[src/logic/phy_port_pkg.sv]
// Package for the MAC-facing gigabit data port of the transceiver.
// Assumes a single 40 MHz system clock; the transmit link clock is a sampled input.
package phy_port_pkg;

	// ------------------------------------------------------------
	// Clocking and timing
	// ------------------------------------------------------------
	localparam int SYS_CLK_PERIOD_NS = 25;
	// Half period of the generated receive clock, scaled for sampling
	localparam int RX_CLK_HALF_NS = 100;
	// Least time, rounded up to whole system cycles
	localparam int RX_HALF_CYCLES_INT =
		(RX_CLK_HALF_NS + SYS_CLK_PERIOD_NS - 1) / SYS_CLK_PERIOD_NS;
	localparam int RX_PHASE_W = 4;
	localparam logic [RX_PHASE_W-1:0] RX_HALF_CYCLES =
		RX_PHASE_W'(RX_HALF_CYCLES_INT);
	localparam logic [RX_PHASE_W-1:0] RX_PHASE_LAST =
		RX_PHASE_W'(2 * RX_HALF_CYCLES_INT - 1);
	localparam logic [RX_PHASE_W-1:0] RX_PHASE_FALL =
		RX_PHASE_W'(RX_HALF_CYCLES_INT - 1);
	localparam logic [RX_PHASE_W-1:0] RX_PHASE_ZERO = 4'h0;
	localparam logic [RX_PHASE_W-1:0] RX_PHASE_ONE = 4'h1;
	// Cycles without a transmit clock rise before transmit counts idle;
	// above one 8-cycle link period, so a running frame never trips it
	localparam logic [RX_PHASE_W-1:0] TX_QUIET_LAST = 4'hA;

	// ------------------------------------------------------------
	// Strap capture
	// ------------------------------------------------------------
	localparam int STRAP_W = 3;
	localparam logic [STRAP_W-1:0] STRAP_BYTE_WIDE = 3'h0;
	localparam logic [STRAP_W-1:0] STRAP_DDR_A = 3'h4;
	localparam logic [STRAP_W-1:0] STRAP_DDR_B = 3'h6;
	// Cycles after reset release before the synchronised straps are used
	localparam logic [1:0] STRAP_SETTLE = 2'h3;

	// ------------------------------------------------------------
	// Data layout
	// ------------------------------------------------------------
	localparam int BYTE_W = 8;
	localparam int NIB_W = 4;
	// Sampled transmit bundle: clock, enable/control, error, data
	localparam int TX_BUS_W = 11;
	localparam int TX_BIT_CLK = 0;
	localparam int TX_BIT_EN = 1;
	localparam int TX_BIT_ER = 2;
	localparam int TX_BIT_D0 = 3;

	// Interface chosen at reset, one-hot
	typedef enum logic [2:0] {
		MODE_NONE = 3'b001,
		MODE_BYTE = 3'b010,
		MODE_DDR = 3'b100
	} port_mode_t;

endpackage : phy_port_pkg

[src/logic/link_sampler.sv]
// Two-flop synchroniser for a group of link pins, with edge pulses
// for bit 0, which carries a link clock.
// Assumes inputs are asynchronous to clk_i; bits of the group are
// only used at a detected clock edge, well after they settle.
`timescale 1ns/100ps
module link_sampler
#(
	parameter int W = 11
)
(
	input wire logic clk_i,
	input wire logic resetn_i,
	input wire logic [W-1:0] pins_i,
	output logic [W-1:0] sync_o,
	output logic rise_o,
	output logic fall_o
);

	logic [W-1:0] meta_r;
	logic [W-1:0] sync_r;
	logic clk_prev_r;

	// ------------------------------------------------------------
	// Synchroniser: first stage read only by the second
	// ------------------------------------------------------------
	always_ff @(posedge clk_i or negedge resetn_i)
	begin
		if (!resetn_i)
		begin
			meta_r <= '0;
			sync_r <= '0;
			clk_prev_r <= 1'b0;
		end
		else
		begin
			meta_r <= pins_i;
			sync_r <= meta_r;
			clk_prev_r <= sync_r[0];
		end
	end

	// Edge pulses come from settled stages only
	assign sync_o = sync_r;
	assign rise_o = sync_r[0] & ~clk_prev_r;
	assign fall_o = ~sync_r[0] & clk_prev_r;

endmodule : link_sampler

[src/logic/phy_mac_port.sv]
// MAC-facing data port of a gigabit copper transceiver, byte-wide
// and reduced double-data-rate forms at 1000 Mb/s.
// Assumes the media side hands bytes on the system clock and the MAC
// drives the transmit clock, sampled here as an ordinary input.
// Notes on behaviour
// - Straps 000 select byte-wide interface
// - Device makes receive clock, sends bytes
// - Receive error raised for bad frame
// - Receive valid held while delivering data
// - Carrier sense while receive medium busy
// - Half duplex: carrier on transmit, if enabled
// - Half duplex collision when both busy
// - Straps 100 or 110 select reduced interface
// - Reduced mode receive uses both clock edges
// - Reduced receive: low nibble rise, high fall
// - Receive control: valid rise, valid xor error fall
`timescale 1ns/100ps
module phy_mac_port
	import phy_port_pkg::*;
(
	input wire logic CLK_I,
	input wire logic RESETN_I,
	// Strap pins
	input wire logic [STRAP_W-1:0] MAC_INTERFACE_SELECT_STRAPS_I,
	// MAC transmit pins
	input wire logic GTX_CLK_I,
	input wire logic TX_EN_I,
	input wire logic TX_ER_I,
	input wire logic [BYTE_W-1:0] TXD_I,
	// MAC receive pins
	output logic RX_CLK_O,
	output logic RX_DV_O,
	output logic RX_ER_O,
	output logic [BYTE_W-1:0] RXD_O,
	output logic CRS_O,
	output logic COL_O,
	// Configuration levels
	input wire logic HALF_DUPLEX_I,
	input wire logic CRS_ON_TX_I,
	// Media side, receive
	input wire logic RX_MEDIA_ACTIVE_I,
	input wire logic RX_MEDIA_VALID_I,
	input wire logic RX_MEDIA_ERR_I,
	input wire logic [BYTE_W-1:0] RX_MEDIA_DATA_I,
	output logic RX_TAKE_O,
	// Media side, transmit
	output logic TX_STROBE_O,
	output logic TX_ERR_O,
	output logic [BYTE_W-1:0] TX_DATA_O,
	output logic TX_BUSY_O,
	output logic [2:0] MODE_O
);

	// ------------------------------------------------------------
	// Decoding helpers
	// ------------------------------------------------------------
	function automatic port_mode_t decode_mode(
		input logic [STRAP_W-1:0] straps
	);
		port_mode_t m;
		m = MODE_NONE;
		if (straps == STRAP_BYTE_WIDE)
			m = MODE_BYTE;
		else if (straps == STRAP_DDR_A || straps == STRAP_DDR_B)
			m = MODE_DDR;
		return m;
	endfunction : decode_mode

	function automatic logic mode_active(input port_mode_t m);
		return (m == MODE_BYTE) || (m == MODE_DDR);
	endfunction : mode_active

	// ------------------------------------------------------------
	// Declarations
	// ------------------------------------------------------------
	logic [STRAP_W-1:0] strap_meta_r;
	logic [STRAP_W-1:0] strap_sync_r;
	logic [1:0] strap_wait_r;
	logic mode_locked_r;
	port_mode_t mode_r;

	logic [TX_BUS_W-1:0] tx_pins;
	logic [TX_BUS_W-1:0] tx_sync;
	logic tx_rise;
	logic tx_fall;
	logic tx_ctl;
	logic tx_er;
	logic [BYTE_W-1:0] txd;
	logic [NIB_W-1:0] tx_low_r;
	logic tx_en_rise_r;
	logic tx_busy_r;
	logic [RX_PHASE_W-1:0] tx_quiet_r;

	logic [RX_PHASE_W-1:0] rx_phase_r;
	logic [RX_PHASE_W-1:0] rx_phase_nxt;
	logic rx_at_rise;
	logic rx_at_fall;
	logic [BYTE_W-1:0] rx_byte_r;
	logic rx_valid_r;
	logic rx_err_r;
	logic port_on;

	// ------------------------------------------------------------
	// Strap capture
	// ------------------------------------------------------------
	// Straps are pins: synchronise, wait, then latch once
	always_ff @(posedge CLK_I or negedge RESETN_I)
	begin
		if (!RESETN_I)
		begin
			strap_meta_r <= '0;
			strap_sync_r <= '0;
		end
		else
		begin
			strap_meta_r <= MAC_INTERFACE_SELECT_STRAPS_I;
			strap_sync_r <= strap_meta_r;
		end
	end

	// Mode holds until the next reset, whatever the pins do later
	always_ff @(posedge CLK_I or negedge RESETN_I)
	begin
		if (!RESETN_I)
		begin
			strap_wait_r <= '0;
			mode_locked_r <= 1'b0;
			mode_r <= MODE_NONE;
		end
		else if (!mode_locked_r)
		begin
			if (strap_wait_r == STRAP_SETTLE)
			begin
				mode_locked_r <= 1'b1;
				mode_r <= decode_mode(strap_sync_r);
			end
			else
			begin
				strap_wait_r <= strap_wait_r + 2'h1;
			end
		end
	end

	assign port_on = mode_active(mode_r);

	// ------------------------------------------------------------
	// Transmit sampling
	// ------------------------------------------------------------
	// Clock and data pass the same two stages, so they stay aligned
	assign tx_pins = {TXD_I, TX_ER_I, TX_EN_I, GTX_CLK_I};

	link_sampler #(
		.W(TX_BUS_W)
	) u_tx_sampler (
		.clk_i(CLK_I),
		.resetn_i(RESETN_I),
		.pins_i(tx_pins),
		.sync_o(tx_sync),
		.rise_o(tx_rise),
		.fall_o(tx_fall)
	);

	assign tx_ctl = tx_sync[TX_BIT_EN];
	assign tx_er = tx_sync[TX_BIT_ER];
	assign txd = tx_sync[TX_BIT_D0 +: BYTE_W];

	// A clock held low by the MAC simply yields no edges
	always_ff @(posedge CLK_I or negedge RESETN_I)
	begin
		if (!RESETN_I)
		begin
			tx_low_r <= '0;
			tx_en_rise_r <= 1'b0;
		end
		else if (mode_r == MODE_DDR && tx_rise)
		begin
			tx_low_r <= txd[NIB_W-1:0];
			tx_en_rise_r <= tx_ctl;
		end
	end

	// Bytes to the media side; strobe only while enabled
	always_ff @(posedge CLK_I or negedge RESETN_I)
	begin
		if (!RESETN_I)
		begin
			TX_STROBE_O <= 1'b0;
			TX_ERR_O <= 1'b0;
			TX_DATA_O <= '0;
		end
		else
		begin
			TX_STROBE_O <= 1'b0;
			case (mode_r)
				MODE_BYTE:
				begin
					if (tx_rise && tx_ctl)
					begin
						TX_STROBE_O <= 1'b1;
						TX_DATA_O <= txd;
						TX_ERR_O <= tx_er;
					end
				end
				MODE_DDR:
				begin
					if (tx_fall && tx_en_rise_r)
					begin
						TX_STROBE_O <= 1'b1;
						TX_DATA_O <= {txd[NIB_W-1:0], tx_low_r};
						TX_ERR_O <= tx_en_rise_r ^ tx_ctl;
					end
				end
				default:
				begin
					TX_STROBE_O <= 1'b0;
				end
			endcase
		end
	end

	// Cycles since the last transmit clock rise, saturating
	always_ff @(posedge CLK_I or negedge RESETN_I)
	begin
		if (!RESETN_I)
			tx_quiet_r <= '0;
		else if (tx_rise)
			tx_quiet_r <= '0;
		else if (tx_quiet_r != TX_QUIET_LAST)
			tx_quiet_r <= tx_quiet_r + RX_PHASE_ONE;
	end

	// Transmit medium busy follows the enable seen at rising edges.
	// The MAC stops its clock after a frame, so a quiet clock ends busy,
	// else carrier and collision would stick on.
	always_ff @(posedge CLK_I or negedge RESETN_I)
	begin
		if (!RESETN_I)
			tx_busy_r <= 1'b0;
		else if (!port_on)
			tx_busy_r <= 1'b0;
		else if (tx_rise)
			tx_busy_r <= tx_ctl;
		else if (tx_quiet_r == TX_QUIET_LAST)
			tx_busy_r <= 1'b0;
	end

	// ------------------------------------------------------------
	// Receive clock divider
	// ------------------------------------------------------------
	// Phase LAST -> clock rises next; phase FALL -> clock falls next
	always_comb
	begin
		if (rx_phase_r == RX_PHASE_LAST)
			rx_phase_nxt = RX_PHASE_ZERO;
		else
			rx_phase_nxt = rx_phase_r + RX_PHASE_ONE;
	end

	assign rx_at_rise = port_on && (rx_phase_r == RX_PHASE_LAST);
	assign rx_at_fall = port_on && (rx_phase_r == RX_PHASE_FALL);

	// Stops, low, when no interface was chosen
	always_ff @(posedge CLK_I or negedge RESETN_I)
	begin
		if (!RESETN_I)
		begin
			rx_phase_r <= RX_PHASE_ZERO;
			RX_CLK_O <= 1'b0;
		end
		else if (!port_on)
		begin
			rx_phase_r <= RX_PHASE_ZERO;
			RX_CLK_O <= 1'b0;
		end
		else
		begin
			rx_phase_r <= rx_phase_nxt;
			if (rx_at_rise)
				RX_CLK_O <= 1'b1;
			else if (rx_at_fall)
				RX_CLK_O <= 1'b0;
		end
	end

	// ------------------------------------------------------------
	// Receive data path
	// ------------------------------------------------------------
	// One media byte per receive clock period, taken at the rise
	always_ff @(posedge CLK_I or negedge RESETN_I)
	begin
		if (!RESETN_I)
		begin
			rx_byte_r <= '0;
			rx_valid_r <= 1'b0;
			rx_err_r <= 1'b0;
			RX_TAKE_O <= 1'b0;
		end
		else
		begin
			RX_TAKE_O <= rx_at_rise;
			if (rx_at_rise)
			begin
				rx_valid_r <= RX_MEDIA_VALID_I;
				rx_err_r <= RX_MEDIA_ERR_I;
				rx_byte_r <= RX_MEDIA_VALID_I ? RX_MEDIA_DATA_I : '0;
			end
		end
	end

	// Pins change together with the clock edge they belong to
	always_ff @(posedge CLK_I or negedge RESETN_I)
	begin
		if (!RESETN_I)
		begin
			RXD_O <= '0;
			RX_DV_O <= 1'b0;
			RX_ER_O <= 1'b0;
		end
		else
		begin
			case (mode_r)
				MODE_BYTE:
				begin
					if (rx_at_rise)
					begin
						RXD_O <= RX_MEDIA_VALID_I ? RX_MEDIA_DATA_I : '0;
						RX_DV_O <= RX_MEDIA_VALID_I;
						RX_ER_O <= RX_MEDIA_ERR_I;
					end
				end
				MODE_DDR:
				begin
					// Upper lines and separate error pin unused here
					RX_ER_O <= 1'b0;
					if (rx_at_rise)
					begin
						RXD_O <= {{NIB_W{1'b0}}, RX_MEDIA_DATA_I[NIB_W-1:0] &
							{NIB_W{RX_MEDIA_VALID_I}}};
						RX_DV_O <= RX_MEDIA_VALID_I;
					end
					else if (rx_at_fall)
					begin
						RXD_O <= {{NIB_W{1'b0}}, rx_byte_r[BYTE_W-1:NIB_W]};
						RX_DV_O <= rx_valid_r ^ rx_err_r;
					end
				end
				default:
				begin
					RXD_O <= '0;
					RX_DV_O <= 1'b0;
					RX_ER_O <= 1'b0;
				end
			endcase
		end
	end

	// ------------------------------------------------------------
	// Carrier and collision
	// ------------------------------------------------------------
	// Level signals; carrier on transmit needs its enable bit
	always_ff @(posedge CLK_I or negedge RESETN_I)
	begin
		if (!RESETN_I)
		begin
			CRS_O <= 1'b0;
			COL_O <= 1'b0;
		end
		else if (!port_on)
		begin
			CRS_O <= 1'b0;
			COL_O <= 1'b0;
		end
		else
		begin
			CRS_O <= RX_MEDIA_ACTIVE_I |
				(HALF_DUPLEX_I & CRS_ON_TX_I & tx_busy_r);
			COL_O <= HALF_DUPLEX_I & RX_MEDIA_ACTIVE_I & tx_busy_r;
		end
	end

	// ------------------------------------------------------------
	// Status
	// ------------------------------------------------------------
	always_ff @(posedge CLK_I or negedge RESETN_I)
	begin
		if (!RESETN_I)
		begin
			TX_BUSY_O <= 1'b0;
			MODE_O <= MODE_NONE;
		end
		else
		begin
			TX_BUSY_O <= tx_busy_r;
			MODE_O <= mode_r;
		end
	end

endmodule : phy_mac_port

[config.mk]
export PLATFORM = sky130hd
export DESIGN_NAME = phy_mac_port
export DESIGN_NICKNAME = d
export VERILOG_FILES = /design/src/logic/phy_port_pkg.sv /design/src/logic/link_sampler.sv /design/src/logic/phy_mac_port.sv
export SDC_FILE = /design/constraint.sdc
export NUM_CORES = 1
export LEC_CHECK = 0
export BUFFER_PORTS_ARGS = -buffer_cell sky130_fd_sc_hd__clkbuf_2
export CAP_MARGIN = 20
export CORE_ASPECT_RATIO = 0.7
export CORE_UTILIZATION = 50
export DETAILED_ROUTE_END_ITERATION = 12
export MAX_ROUTING_LAYER = met4
export PLACE_DENSITY_LB_ADDON = 0.08
export SYNTH_ARGS = -nofsm -noshare
export SYNTH_HDL_FRONTEND = slang
export SYNTH_HIERARCHICAL = 1
export SYNTH_SLANG_ARGS = --single-unit
[constraint.sdc]
create_clock -name CLK_I -period 4.5 [get_ports CLK_I]
set_clock_uncertainty 0.15 [all_clocks]
set_input_delay 0.9 -clock CLK_I [delete_from_list [all_inputs] [get_ports CLK_I]]
set_output_delay 0.9 -clock CLK_I [all_outputs]
set_load 0.05 [all_outputs]
After elaboration in Yosys (flattened, before gate mapping):

Index checks and enable logic that the tools add are counted.

* reductions and logical operators: 14
* add/subtract/negate cells: 3
* eq/ne operators: 15
* mux-type cells: 36
* bitwise logic cells: 14

Operator list (number)
* $mux W8: 6
* $pmux W8 S2: 2
* $mux W1: 19
* $mux W4: 4
* $eq A3 B3 Y1 const B: 3
* $add A4 B1 Y4 const B: 2
* $and A1 B1 Y1: 6
* $mux W3: 2
* $ne A3 B3 Y1 const B: 2
* $pmux W1 S2: 3
* $reduce_and A2 Y1: 3
* $logic_and A1 B1 Y1: 5
* $and A4 B4 Y4: 1
* $eq A4 B2 Y1 const B: 1
* $eq A4 B3 Y1 const B: 1
* $eq A4 B4 Y1 const B: 1
* $ne A2 B1 Y1 const B: 2
* $ne A4 B4 Y1 const B: 1
* $not A1 Y1: 4
* $reduce_bool A2 Y1: 2
* $eq A3 B2 Y1 const B: 1
* $logic_not A3 Y1: 1
* $ne A3 B2 Y1 const B: 1
* $reduce_and A3 Y1: 1
* 6 further kinds: 8

* register bits: 87
* input port bits: 29

Logic depth before layout (Yosys ltp):

Gate-level depths: netlist (run 1).

* depth in word-level cells: 6
* gate-level depth with buffers: 5

Cells and area by module:

Netlist (run 1), hierarchy kept.

Modules (own cells, without submodules)
* phy_mac_port: instances 1, area each 2533.7 um^2, cells each 188, seq. area each 1503.9 um^2
* link_sampler: instances 1, area each 590.6 um^2, cells each 25, seq. area each 575.6 um^2

Worst setup path before layout (run 1):

Ideal clock, no wire load.

* kind: flip-flop to flip-flop
* start: register mode_r[0]
* end: register TX_DATA_O[0]
* path slack: 2487 ps
* required time: 4225 ps
* data arrival time: 1738 ps
* clock period less this slack: 2013 ps
* stages on the path, launching flop included: 6
* cells stage by stage: dfstp_2 > buf_6 > nor3b_1 > buf_2 > mux2_2 > mux2_2

* word-level cells in the longest chain between the ends: 3

Ends and longest elaborated chain
* start: declaration: RTL line phy_mac_port.sv:80 `port_mode_t mode_r;`
* start signal: assignment: RTL line phy_mac_port.sv:135 `mode_r <= decode_mode(strap_sync_r);`
* $eq A3 B3 Y1 / $eq A3 B2 Y1 (equally long branches): RTL line phy_mac_port.sv:194 `case (mode_r)`
* $ne A2 B1 Y1 (no line) / $reduce_bool A2 Y1 (equally long branches)
* $reduce_and A3 Y1 (no line)
* end signal: assignment: RTL line phy_mac_port.sv:200 `TX_DATA_O <= txd;`
* end signal: assignment: RTL line phy_mac_port.sv:209 `TX_DATA_O <= {txd[NIB_W-1:0], tx_low_r};`
* end: declaration: RTL line phy_mac_port.sv:49 `output logic [BYTE_W-1:0] TX_DATA_O,`

Parallel ways exist; a longest one is shown, timed or not.
A chain may end at the register's enable or synchronous reset.

Worst setup path after layout (run 1):

* start: register mode_r[1]
* end: register tx_low_r[3]

* word-level cells in the longest chain between the ends: 2

Ends and longest elaborated chain
* $eq A3 B3 Y1: RTL line phy_mac_port.sv:175 `else if (mode_r == MODE_DDR && tx_rise)`
* $logic_and A1 B1 Y1: RTL line phy_mac_port.sv:175
* end signal: assignment: RTL line phy_mac_port.sv:177 `tx_low_r <= txd[NIB_W-1:0];`
* end: declaration: RTL line phy_mac_port.sv:89 `logic [NIB_W-1:0] tx_low_r;`

No other way between the ends.

==> impl_metrics.prom, run 1 <==
# TYPE chip_impl_metric gauge
chip_impl_info{name="outcome",value="complete, no violations"} 1
chip_impl_metric{name="diodes",unit=""} 0
chip_impl_metric{name="cts_max_path_buffers",unit=""} 2
chip_impl_metric{name="drive_gt1_share",unit="%"} 41.3
chip_impl_metric{name="drt_first_pass_iters",unit=""} 4
chip_impl_metric{name="io-pin-count",unit=""} 57
chip_impl_metric{name="post_dp_cell_area",unit="µm²"} 3480
chip_impl_metric{name="synth-simple-area-share",unit="%"} 9.65
chip_impl_metric{name="layout.core_utilization",unit="%"} 62.8
chip_impl_metric{name="synth.net_count",unit=""} 246
chip_impl_metric{name="fraction_of_synthesized_cell_area_taken_by_the_top_area_cell_type",unit="%"} 64.9
chip_impl_metric{name="yosysWarningCount",unit=""} 6
chip_impl_metric{name="max_slew_margin",unit="%"} 36.8
chip_impl_metric{name="timing.final.max_slew_violations",unit=""} 0
chip_impl_metric{name="drt_wl_total",unit="mm"} 5.10
chip_impl_metric{name="register_area",unit="µm²"} 2080
chip_impl_metric{name="compound_cell_area_share_of_the_yosys_netlist",unit="%"} 5.93
chip_impl_metric{name="htree_levels",unit=""} 3
chip_impl_metric{name="nNetsFinal",unit=""} 309
chip_impl_metric{name="post_cts_hold_buffer_count",unit=""} 0
chip_impl_metric{name="wire_length_of_the_first_global_routing_pass",unit="mm"} 8.27
chip_impl_metric{name="maxClockFrequency",unit="MHz"} 429
chip_impl_info{name="synth_top_cells_by_count",value="sky130_fd_sc_hd__dfrtp_1, sky130_fd_sc_hd__mux2_2, sky130_fd_sc_hd__nor2_1"} 1
chip_impl_metric{name="place.port_buffers",unit=""} 56
chip_impl_metric{name="die_h",unit="µm"} 68.1
chip_impl_metric{name="grt_start_max_net_pins",unit=""} 84
chip_impl_info{name="synth_most_common_cell",value="sky130_fd_sc_hd__dfrtp_1"} 1
chip_impl_metric{name="finish.instance_area",unit="µm²"} 3690
chip_impl_metric{name="ir_worst_vdd",unit="mV"} 0.200
chip_impl_metric{name="cts.clk_slew.worst_paths",unit="ps"} 90
chip_impl_metric{name="wire_per_inst",unit="µm"} 14.3
chip_impl_metric{name="clk_latency",unit="ps"} 350
chip_impl_info{name="cts_tree",value="yes"} 1
chip_impl_metric{name="drcViolationCount",unit=""} 0
chip_impl_metric{name="final_critical_path_setup_slack",unit="ps"} 2170
chip_impl_metric{name="post_synth_mux_area_share",unit="%"} 12.2
chip_impl_metric{name="floorplan.die_area",unit="µm²"} 6570
chip_impl_metric{name="netlist-cell-type-count",unit=""} 40
chip_impl_metric{name="pre_cts_ws",unit="ps"} 2150
chip_impl_metric{name="synthAdderAreaFrac",unit="%"} 1.60
chip_impl_info{name="timing_worst_setup_path_type",value="reg2reg"} 1
chip_impl_info{name="synth_top_family_by_area",value="multiplexers"} 1
chip_impl_metric{name="total_power",unit="W"} 0.00153
chip_impl_metric{name="synthArstFlopShare",unit="%"} 100
chip_impl_metric{name="multi_input_comb_area",unit="µm²"} 993
chip_impl_metric{name="fin_setup_tns",unit="ps"} 0
chip_impl_metric{name="layout_overhead_on_the_synthesized_area",unit="%"} 18.0
chip_impl_metric{name="die_width",unit="µm"} 96.5
chip_impl_metric{name="path_max_fanout",unit=""} 14
chip_impl_metric{name="cellLeakagePower",unit="nW"} 1.79
chip_impl_metric{name="start_util",unit="%"} 53.2
chip_impl_metric{name="synth_xor_area_share",unit="%"} 2.24
chip_impl_metric{name="floorplan.rows",unit=""} 23
chip_impl_info{name="post-synth-top-area-cell",value="sky130_fd_sc_hd__dfrtp_1"} 1
chip_impl_metric{name="finalSetupViolCount",unit=""} 0
chip_impl_metric{name="sequential_cell_area_fraction_in_the_yosys_report",unit="%"} 66.6
chip_impl_metric{name="vias",unit=""} 1811
chip_impl_info{name="endpoint_kind",value="flip-flop"} 1
chip_impl_metric{name="numCtsBuffers",unit=""} 9
chip_impl_metric{name="globalRouteOverflowTotal",unit=""} 0
chip_impl_metric{name="dr.first_iter.drc_count",unit=""} 72
chip_impl_info{name="hold_path.class",value="reg2reg"} 1
chip_impl_metric{name="route.detailed.vias_per_inst",unit=""} 5.09
chip_impl_metric{name="clock-sinks",unit=""} 83
chip_impl_metric{name="final.period_utilization",unit="%"} 51.8
chip_impl_info{name="postSynth.topFlopCell",value="sky130_fd_sc_hd__dfrtp_1"} 1
chip_impl_metric{name="timing.critical_path.arrival",unit="ps"} 2420
chip_impl_metric{name="antenna_found_initial",unit=""} 0
chip_impl_metric{name="grt_pass1_vias",unit=""} 1720
chip_impl_metric{name="count_of_final_hold_check_violations",unit=""} 0
chip_impl_info{name="crit_path_start_kind",value="flip-flop"} 1
chip_impl_metric{name="post_cts.resized_instances",unit=""} 0
chip_impl_metric{name="cts.repair_timing.setup_buffer_count",unit=""} 0
chip_impl_info{name="grt_setup_unrepaired",value="no"} 1
chip_impl_metric{name="dp_hpwl",unit="mm"} 3.53
chip_impl_metric{name="gpl.final_weighted_congestion",unit=""} 0.788
chip_impl_metric{name="ys_seq_elements",unit=""} 83
chip_impl_metric{name="netlist_area_before_placement",unit="µm²"} 3120
chip_impl_metric{name="synth_cells",unit=""} 213
chip_impl_metric{name="cp_data_required_time",unit="ps"} 4590
chip_impl_metric{name="timing.final.crit_period",unit="ps"} 2330
chip_impl_metric{name="ant_nets",unit=""} 0
chip_impl_info{name="synth.area.top_cells",value="sky130_fd_sc_hd__dfrtp_1, sky130_fd_sc_hd__mux2_2, sky130_fd_sc_hd__o32ai_4"} 1
chip_impl_metric{name="synth_edf_count",unit=""} 0
chip_impl_info{name="clockRootBuffer",value="sky130_fd_sc_hd__clkbuf_8"} 1
chip_impl_metric{name="worstMarginPinSlew",unit="ps"} 944
chip_impl_metric{name="design.core.area",unit="µm²"} 5870
chip_impl_metric{name="fillerInstances",unit=""} 495
chip_impl_metric{name="grtUsageTotal",unit="%"} 18.1
chip_impl_metric{name="powerDensity",unit="nW/µm²"} 414
chip_impl_metric{name="syn-mean-instance-area",unit="µm²"} 14.7
chip_impl_metric{name="timing.max_cap.violations",unit=""} 0
==> layout make-up <==
cell class,instances,area share [%]
clock buffers,9,3.36
well taps,75,2.55
flip-flops and latches,83,56.4
multi-input cells,118,27.0
repair buffers,57,8.42
inverters,7,0.713
clock inverters,7,1.60
==> metrics by stage <==
| step | hold WS (ps) | instances |
|---|---|---|
| floorplan | 181 | 213 |
| global placement | 182 | 339 |
| finish | 203 | 356 |
| detailed placement | 185 | 339 |
| global route | 211 | 356 |
| CTS | 205 | 355 |
==> flip-flops by register name (all words and copies together) (netlist names), 2 cells and up <==
signal / cells
mode_r: 3
tx_low_r: 4
TX_DATA_O: 8
rx_phase_r: 4
u_tx_sampler/meta_r: 11
strap_wait_r: 2
strap_sync_r: 3
u_tx_sampler/sync_o: 11
strap_meta_r: 3
rx_byte_r: 4
RXD_O: 8
MODE_O: 3
tx_quiet_r: 4
==> path summary, 6_finish.rpt <==
kind / startpoint / depth (start not counted) / slack (ps) / to
max reg2reg: mode_r[1] / 3 / 2170 / tx_low_r[3]
max: mode_r[1] / 3 / 2170 / tx_low_r[3]
min in group asynchronous: RESETN_I / 1 / 310 / mode_r[1]
max in group asynchronous: RESETN_I / 2 / 3280 / MODE_O[0]
min reg2reg: u_tx_sampler/meta_r[6] / 0 / 200 / u_tx_sampler/sync_o[6]
min: u_tx_sampler/meta_r[6] / 0 / 200 / u_tx_sampler/sync_o[6]
==> kinds of logic (layout without fill, tap and decap cells) <==
| logic type | Yosys count | in the layout |
|---|---|---|
| AO/OA/AOI/OAI | 20 | 20 |
| XOR/XNOR | 8 | 8 |
| adder cells (fa/ha/maj) | 4 | 4 |
| buffers and inverters | 12 | 80 |
| flip-flops | 83 | 83 |
| multiplexers | 34 | 34 |
| AND/OR/NAND/NOR | 52 | 52 |
==> metal layers <==
layer	vias up	routed length, µm	track usage [%]
met4	0	56	4.96
met3	8	306	7.11
met2	43	2110	24.5
met1	898	2630	25.3
li1	862	-	-
met5	-	0	-
==> report_power, final <==
group	switching [W]	total [W]	leakage, nW	internal, W
registers	0.0000383	0.000842	1.04	0.000803
clock network	0.000280	0.000488	0.0868	0.000208
logic	0.000121	0.000196	0.661	0.0000750
total	0.000439	0.00153	1.79	0.00109
==> critical path, stage by stage (launching register included) <==
cell                      delay, ps
sky130_fd_sc_hd__dfrtp_1        470
sky130_fd_sc_hd__nor3b_2        810
sky130_fd_sc_hd__and2_0         410
sky130_fd_sc_hd__mux2_2         380
==> cells in the final DEF (no fill, tap or decap), types with 4 or more instances in the layout <==
cell                       netlist  final
sky130_fd_sc_hd__a221o_1         4      4
sky130_fd_sc_hd__and3_1          4      4
sky130_fd_sc_hd__nor2_1         10     10
sky130_fd_sc_hd__nand2_1         6      6
sky130_fd_sc_hd__nor2b_1         6      6
sky130_fd_sc_hd__and2_1          4      4
sky130_fd_sc_hd__clkbuf_2        0     55
sky130_fd_sc_hd__a21oi_1         6      6
sky130_fd_sc_hd__mux2_2         33     33
sky130_fd_sc_hd__inv_1           7      7
sky130_fd_sc_hd__clkbuf_8        0      9
sky130_fd_sc_hd__xnor2_1         5      5
sky130_fd_sc_hd__ha_1            4      4
sky130_fd_sc_hd__dfrtp_1        81     81
Note: power is estimated with default switching activity, not from simulation.
==> inputs of run 2 (changes only) <==
--- a/config.mk
+++ b/config.mk
@@ -5,10 +5,11 @@
 export SDC_FILE = /design/constraint.sdc
 export NUM_CORES = 1
 export LEC_CHECK = 0
+export ABC_AREA = 1
 export BUFFER_PORTS_ARGS = -buffer_cell sky130_fd_sc_hd__clkbuf_2
 export CAP_MARGIN = 20
 export CORE_ASPECT_RATIO = 0.7
-export CORE_UTILIZATION = 50
+export CORE_UTILIZATION = 49
 export DETAILED_ROUTE_END_ITERATION = 12
 export MAX_ROUTING_LAYER = met4
 export PLACE_DENSITY_LB_ADDON = 0.08
==> constraint.sdc (replaced) <==
create_clock -name CLK_I -period 2.1 [get_ports CLK_I]
set_clock_uncertainty 0.15 [all_clocks]
set_input_delay 0.42 -clock CLK_I [delete_from_list [all_inputs] [get_ports CLK_I]]
set_output_delay 0.42 -clock CLK_I [all_outputs]
set_load 0.05 [all_outputs]
==> impl_metrics.prom, run 2 <==
# TYPE chip_impl_metric gauge
chip_impl_info{name="cts_tree",value="yes"} 1
chip_impl_metric{name="synth_cells",unit=""} 293
chip_impl_metric{name="timing.final.crit_period",unit="ps"} 1840
chip_impl_metric{name="globalRouteOverflowTotal",unit=""} 0
chip_impl_info{name="crit_path_start_kind",value="flip-flop"} 1
chip_impl_metric{name="finish.instance_area",unit="µm²"} 3930
chip_impl_metric{name="fraction_of_synthesized_cell_area_taken_by_the_top_area_cell_type",unit="%"} 63.2
chip_impl_metric{name="grt_start_max_net_pins",unit=""} 36
chip_impl_metric{name="numCtsBuffers",unit=""} 9
chip_impl_metric{name="nNetsFinal",unit=""} 406
chip_impl_info{name="worst_r2r_endpoint",value="TX_DATA_O[7]"} 1
chip_impl_metric{name="route.detailed.vias_per_inst",unit=""} 4.72
chip_impl_metric{name="netlist-cell-type-count",unit=""} 32
chip_impl_info{name="timing.critical_path.cells",value="inv_2 > nand3_2 > inv_2 > nand3_2 > o21ai_4 > nor2_1 > a21oi_1"} 1
chip_impl_metric{name="post_cts.resized_instances",unit=""} 0
chip_impl_metric{name="floorplan.rows",unit=""} 24
chip_impl_metric{name="pre_cts_ws",unit="ps"} 281
chip_impl_metric{name="drt_first_pass_iters",unit=""} 5
chip_impl_metric{name="htree_levels",unit=""} 3
chip_impl_metric{name="floorplan.die_area",unit="µm²"} 6870
chip_impl_metric{name="diodes",unit=""} 0
chip_impl_metric{name="antenna_found_initial",unit=""} 0
chip_impl_metric{name="maxClockFrequency",unit="MHz"} 543
chip_impl_metric{name="sequential_cell_area_fraction_in_the_yosys_report",unit="%"} 64.9
chip_impl_metric{name="setup.reg_to_reg.worst_slack",unit="ps"} 260
chip_impl_metric{name="cp_data_required_time",unit="ps"} 2230
chip_impl_metric{name="clk_latency",unit="ps"} 350
chip_impl_metric{name="path_max_fanout",unit=""} 24
chip_impl_metric{name="wire_per_inst",unit="µm"} 12.2
chip_impl_metric{name="drt_wl_total",unit="mm"} 5.56
chip_impl_info{name="outcome",value="complete, no violations"} 1
chip_impl_info{name="hold_path.startpoint",value="RX_MEDIA_ACTIVE_I"} 1
chip_impl_metric{name="io-pin-count",unit=""} 57
chip_impl_metric{name="dp_hpwl",unit="mm"} 3.70
chip_impl_metric{name="layout_overhead_on_the_synthesized_area",unit="%"} 22.6
chip_impl_metric{name="ant_nets",unit=""} 0
chip_impl_info{name="holdPathEnd",value="CRS_O"} 1
chip_impl_info{name="critical-path-slowest-cell",value="sky130_fd_sc_hd__dfrtp_1"} 1
chip_impl_info{name="clockRootBuffer",value="sky130_fd_sc_hd__clkbuf_8"} 1
chip_impl_metric{name="drcViolationCount",unit=""} 0
chip_impl_metric{name="count_of_cells_along_the_worst_hold_path",unit=""} 3
chip_impl_metric{name="synth.net_count",unit=""} 326
chip_impl_info{name="most_common_cell_after_layout_fill_and_taps_aside",value="sky130_fd_sc_hd__dfrtp_1"} 1
chip_impl_info{name="grt_setup_unrepaired",value="no"} 1
chip_impl_metric{name="grt_pass1_vias",unit=""} 2136
chip_impl_metric{name="ys_seq_elements",unit=""} 83
chip_impl_metric{name="post_cts_hold_buffer_count",unit=""} 11
chip_impl_metric{name="powerDensity",unit="nW/µm²"} 924
chip_impl_info{name="hold_path.class",value="in2reg"} 1
chip_impl_metric{name="cts_max_path_buffers",unit=""} 2
chip_impl_metric{name="worstMarginPinSlew",unit="ps"} 489
chip_impl_info{name="synth.area.top_cells",value="sky130_fd_sc_hd__dfrtp_1, sky130_fd_sc_hd__nand2_1, sky130_fd_sc_hd__nand3_1"} 1
chip_impl_info{name="postSynth.topFlopCell",value="sky130_fd_sc_hd__dfrtp_1"} 1
chip_impl_metric{name="drive_gt1_share",unit="%"} 27.5
chip_impl_metric{name="vias",unit=""} 2151
chip_impl_metric{name="timing.max_cap.violations",unit=""} 0
chip_impl_metric{name="yosysWarningCount",unit=""} 6
chip_impl_metric{name="die_width",unit="µm"} 98.7
chip_impl_info{name="post-synth-top-area-cell",value="sky130_fd_sc_hd__dfrtp_1"} 1
chip_impl_metric{name="ir_worst_vdd",unit="mV"} 0.731
chip_impl_metric{name="final.period_utilization",unit="%"} 87.7
chip_impl_info{name="timing_worst_setup_path_type",value="reg2reg"} 1
chip_impl_metric{name="critical-path-max-stage-delay",unit="ps"} 450
chip_impl_metric{name="count_of_final_hold_check_violations",unit=""} 0
chip_impl_metric{name="dr.first_iter.drc_count",unit=""} 94
chip_impl_metric{name="grtUsageTotal",unit="%"} 19.2
chip_impl_metric{name="max_slew_margin",unit="%"} 67.3
chip_impl_metric{name="fin_setup_tns",unit="ps"} 0
chip_impl_metric{name="timing.critical_path.arrival",unit="ps"} 1970
chip_impl_info{name="layout.cells.most_common_list",value="sky130_fd_sc_hd__dfrtp_1, sky130_fd_sc_hd__clkbuf_2, sky130_fd_sc_hd__nand2_1, sky130_fd_sc_hd__nor2_1, sky130_fd_sc_hd__nand3_1"} 1
chip_impl_metric{name="clock-sinks",unit=""} 83
chip_impl_info{name="synth_most_common_cell",value="sky130_fd_sc_hd__dfrtp_1"} 1
chip_impl_metric{name="cellLeakagePower",unit="nW"} 1.90
chip_impl_metric{name="place.port_buffers",unit=""} 56
chip_impl_metric{name="ff2ff_path_depth",unit=""} 7
chip_impl_info{name="reg2reg_from",value="mode_r[1]"} 1
chip_impl_metric{name="netlist_area_before_placement",unit="µm²"} 3210
chip_impl_metric{name="synthArstFlopShare",unit="%"} 100
chip_impl_metric{name="timing.final.max_slew_violations",unit=""} 0
chip_impl_metric{name="gpl.final_weighted_congestion",unit=""} 0.799
chip_impl_info{name="synth_top_cells_by_count",value="sky130_fd_sc_hd__dfrtp_1, sky130_fd_sc_hd__nand2_1, sky130_fd_sc_hd__nor2_1"} 1
chip_impl_metric{name="start_util",unit="%"} 51.1
chip_impl_metric{name="syn-mean-instance-area",unit="µm²"} 10.9
chip_impl_info{name="endpoint_kind",value="flip-flop"} 1
chip_impl_metric{name="cts.clk_slew.worst_paths",unit="ps"} 90
chip_impl_metric{name="finalSetupViolCount",unit=""} 0
chip_impl_metric{name="total_power",unit="W"} 0.00363
chip_impl_metric{name="final_critical_path_setup_slack",unit="ps"} 259
chip_impl_metric{name="die_h",unit="µm"} 69.7
chip_impl_metric{name="design.core.area",unit="µm²"} 6280
chip_impl_metric{name="cts.repair_timing.setup_buffer_count",unit=""} 0
chip_impl_metric{name="wire_length_of_the_first_global_routing_pass",unit="mm"} 9.67
chip_impl_metric{name="synth_edf_count",unit=""} 0
chip_impl_metric{name="post_dp_cell_area",unit="µm²"} 3580
run 2: cell types whose count changed in the layout (fill, tap and decap cells not counted), sizes merged, moves of 4 or more:
cell and delta:
nor2 +23, inv +19, a21oi +18, o21ai +21, mux2 -32, a221o -4
dlygate4sd3 +15, and3 -4, nor2b -6, o21a +5, and2 -5, nand2 +42
nand3 +24
run 2: metal layers:
metal	GRT usage [%]	vias to the layer above	share of wire [%]
li1	-	1110	-
met1	25.3	977	52
met3	6.55	6	4.4
met5	-	-	0
met2	27.5	58	42
met4	7.46	0	1.0
run 2: worst max-delay path by stage:
stage | startpoint | to | cells past startpoint
after global placement | mode_r[1] | RXD_O[0] | 7
after CTS | mode_r[1] | TX_DATA_O[7] | 7
after global routing | mode_r[1] | RXD_O[0] | 7
after detailed placement | mode_r[1] | RXD_O[1] | 7
after floorplan | rx_phase_r[0] | RXD_O[2] | 9
final | mode_r[1] | TX_DATA_O[7] | 7
run 2: kinds of logic after synthesis:
logic type                 count (synthesis)  synth area share (%)
buffers and inverters                     34                  4.80
and+or+nand+nor                          111                  16.7
xor gates and xnor gates                   6                  1.64
muxes                                      1                 0.351
adders and majority gates                  4                  1.56
DFF                                       83                  64.9
AOI/OAI and AO/OA                         54                  10.1
run 2: critical path, delay by kind of cell, from the launching register on:
kind	cells	cell delay, ps
flip-flops	1	450
buffers and inverters	2	430
AND/OR/NAND/NOR	3	360
AO/OA/AOI/OAI	2	370
run 2: layout make-up:
| class | count | area [µm²] |
|---|---|---|
| fillers | 534 | 2350 |
| flip-flops and latches | 83 | 2080 |
| multi-input cells | 176 | 972 |
| repair buffers | 74 | 468 |
| clock buffers | 10 | 128 |
| inverters | 29 | 114 |
| well taps | 78 | 97.6 |
| clock inverters | 6 | 71.3 |
run 2: power breakdown:
part | internal (W) | switching, W
Combinational | 0.000193 | 0.000452
Clock | 0.000560 | 0.000574
Sequential | 0.00176 | 0.0000983
Total | 0.00251 | 0.00112
run 2: stage by stage:
stage	cells	util, %	hold WS (ps)
floorplan	293	-	-25.6
global placement	425	57.1	183
detailed placement	425	57.1	186
CTS	452	62.0	0.524
global route	456	62.6	132
finish	456	62.6	148
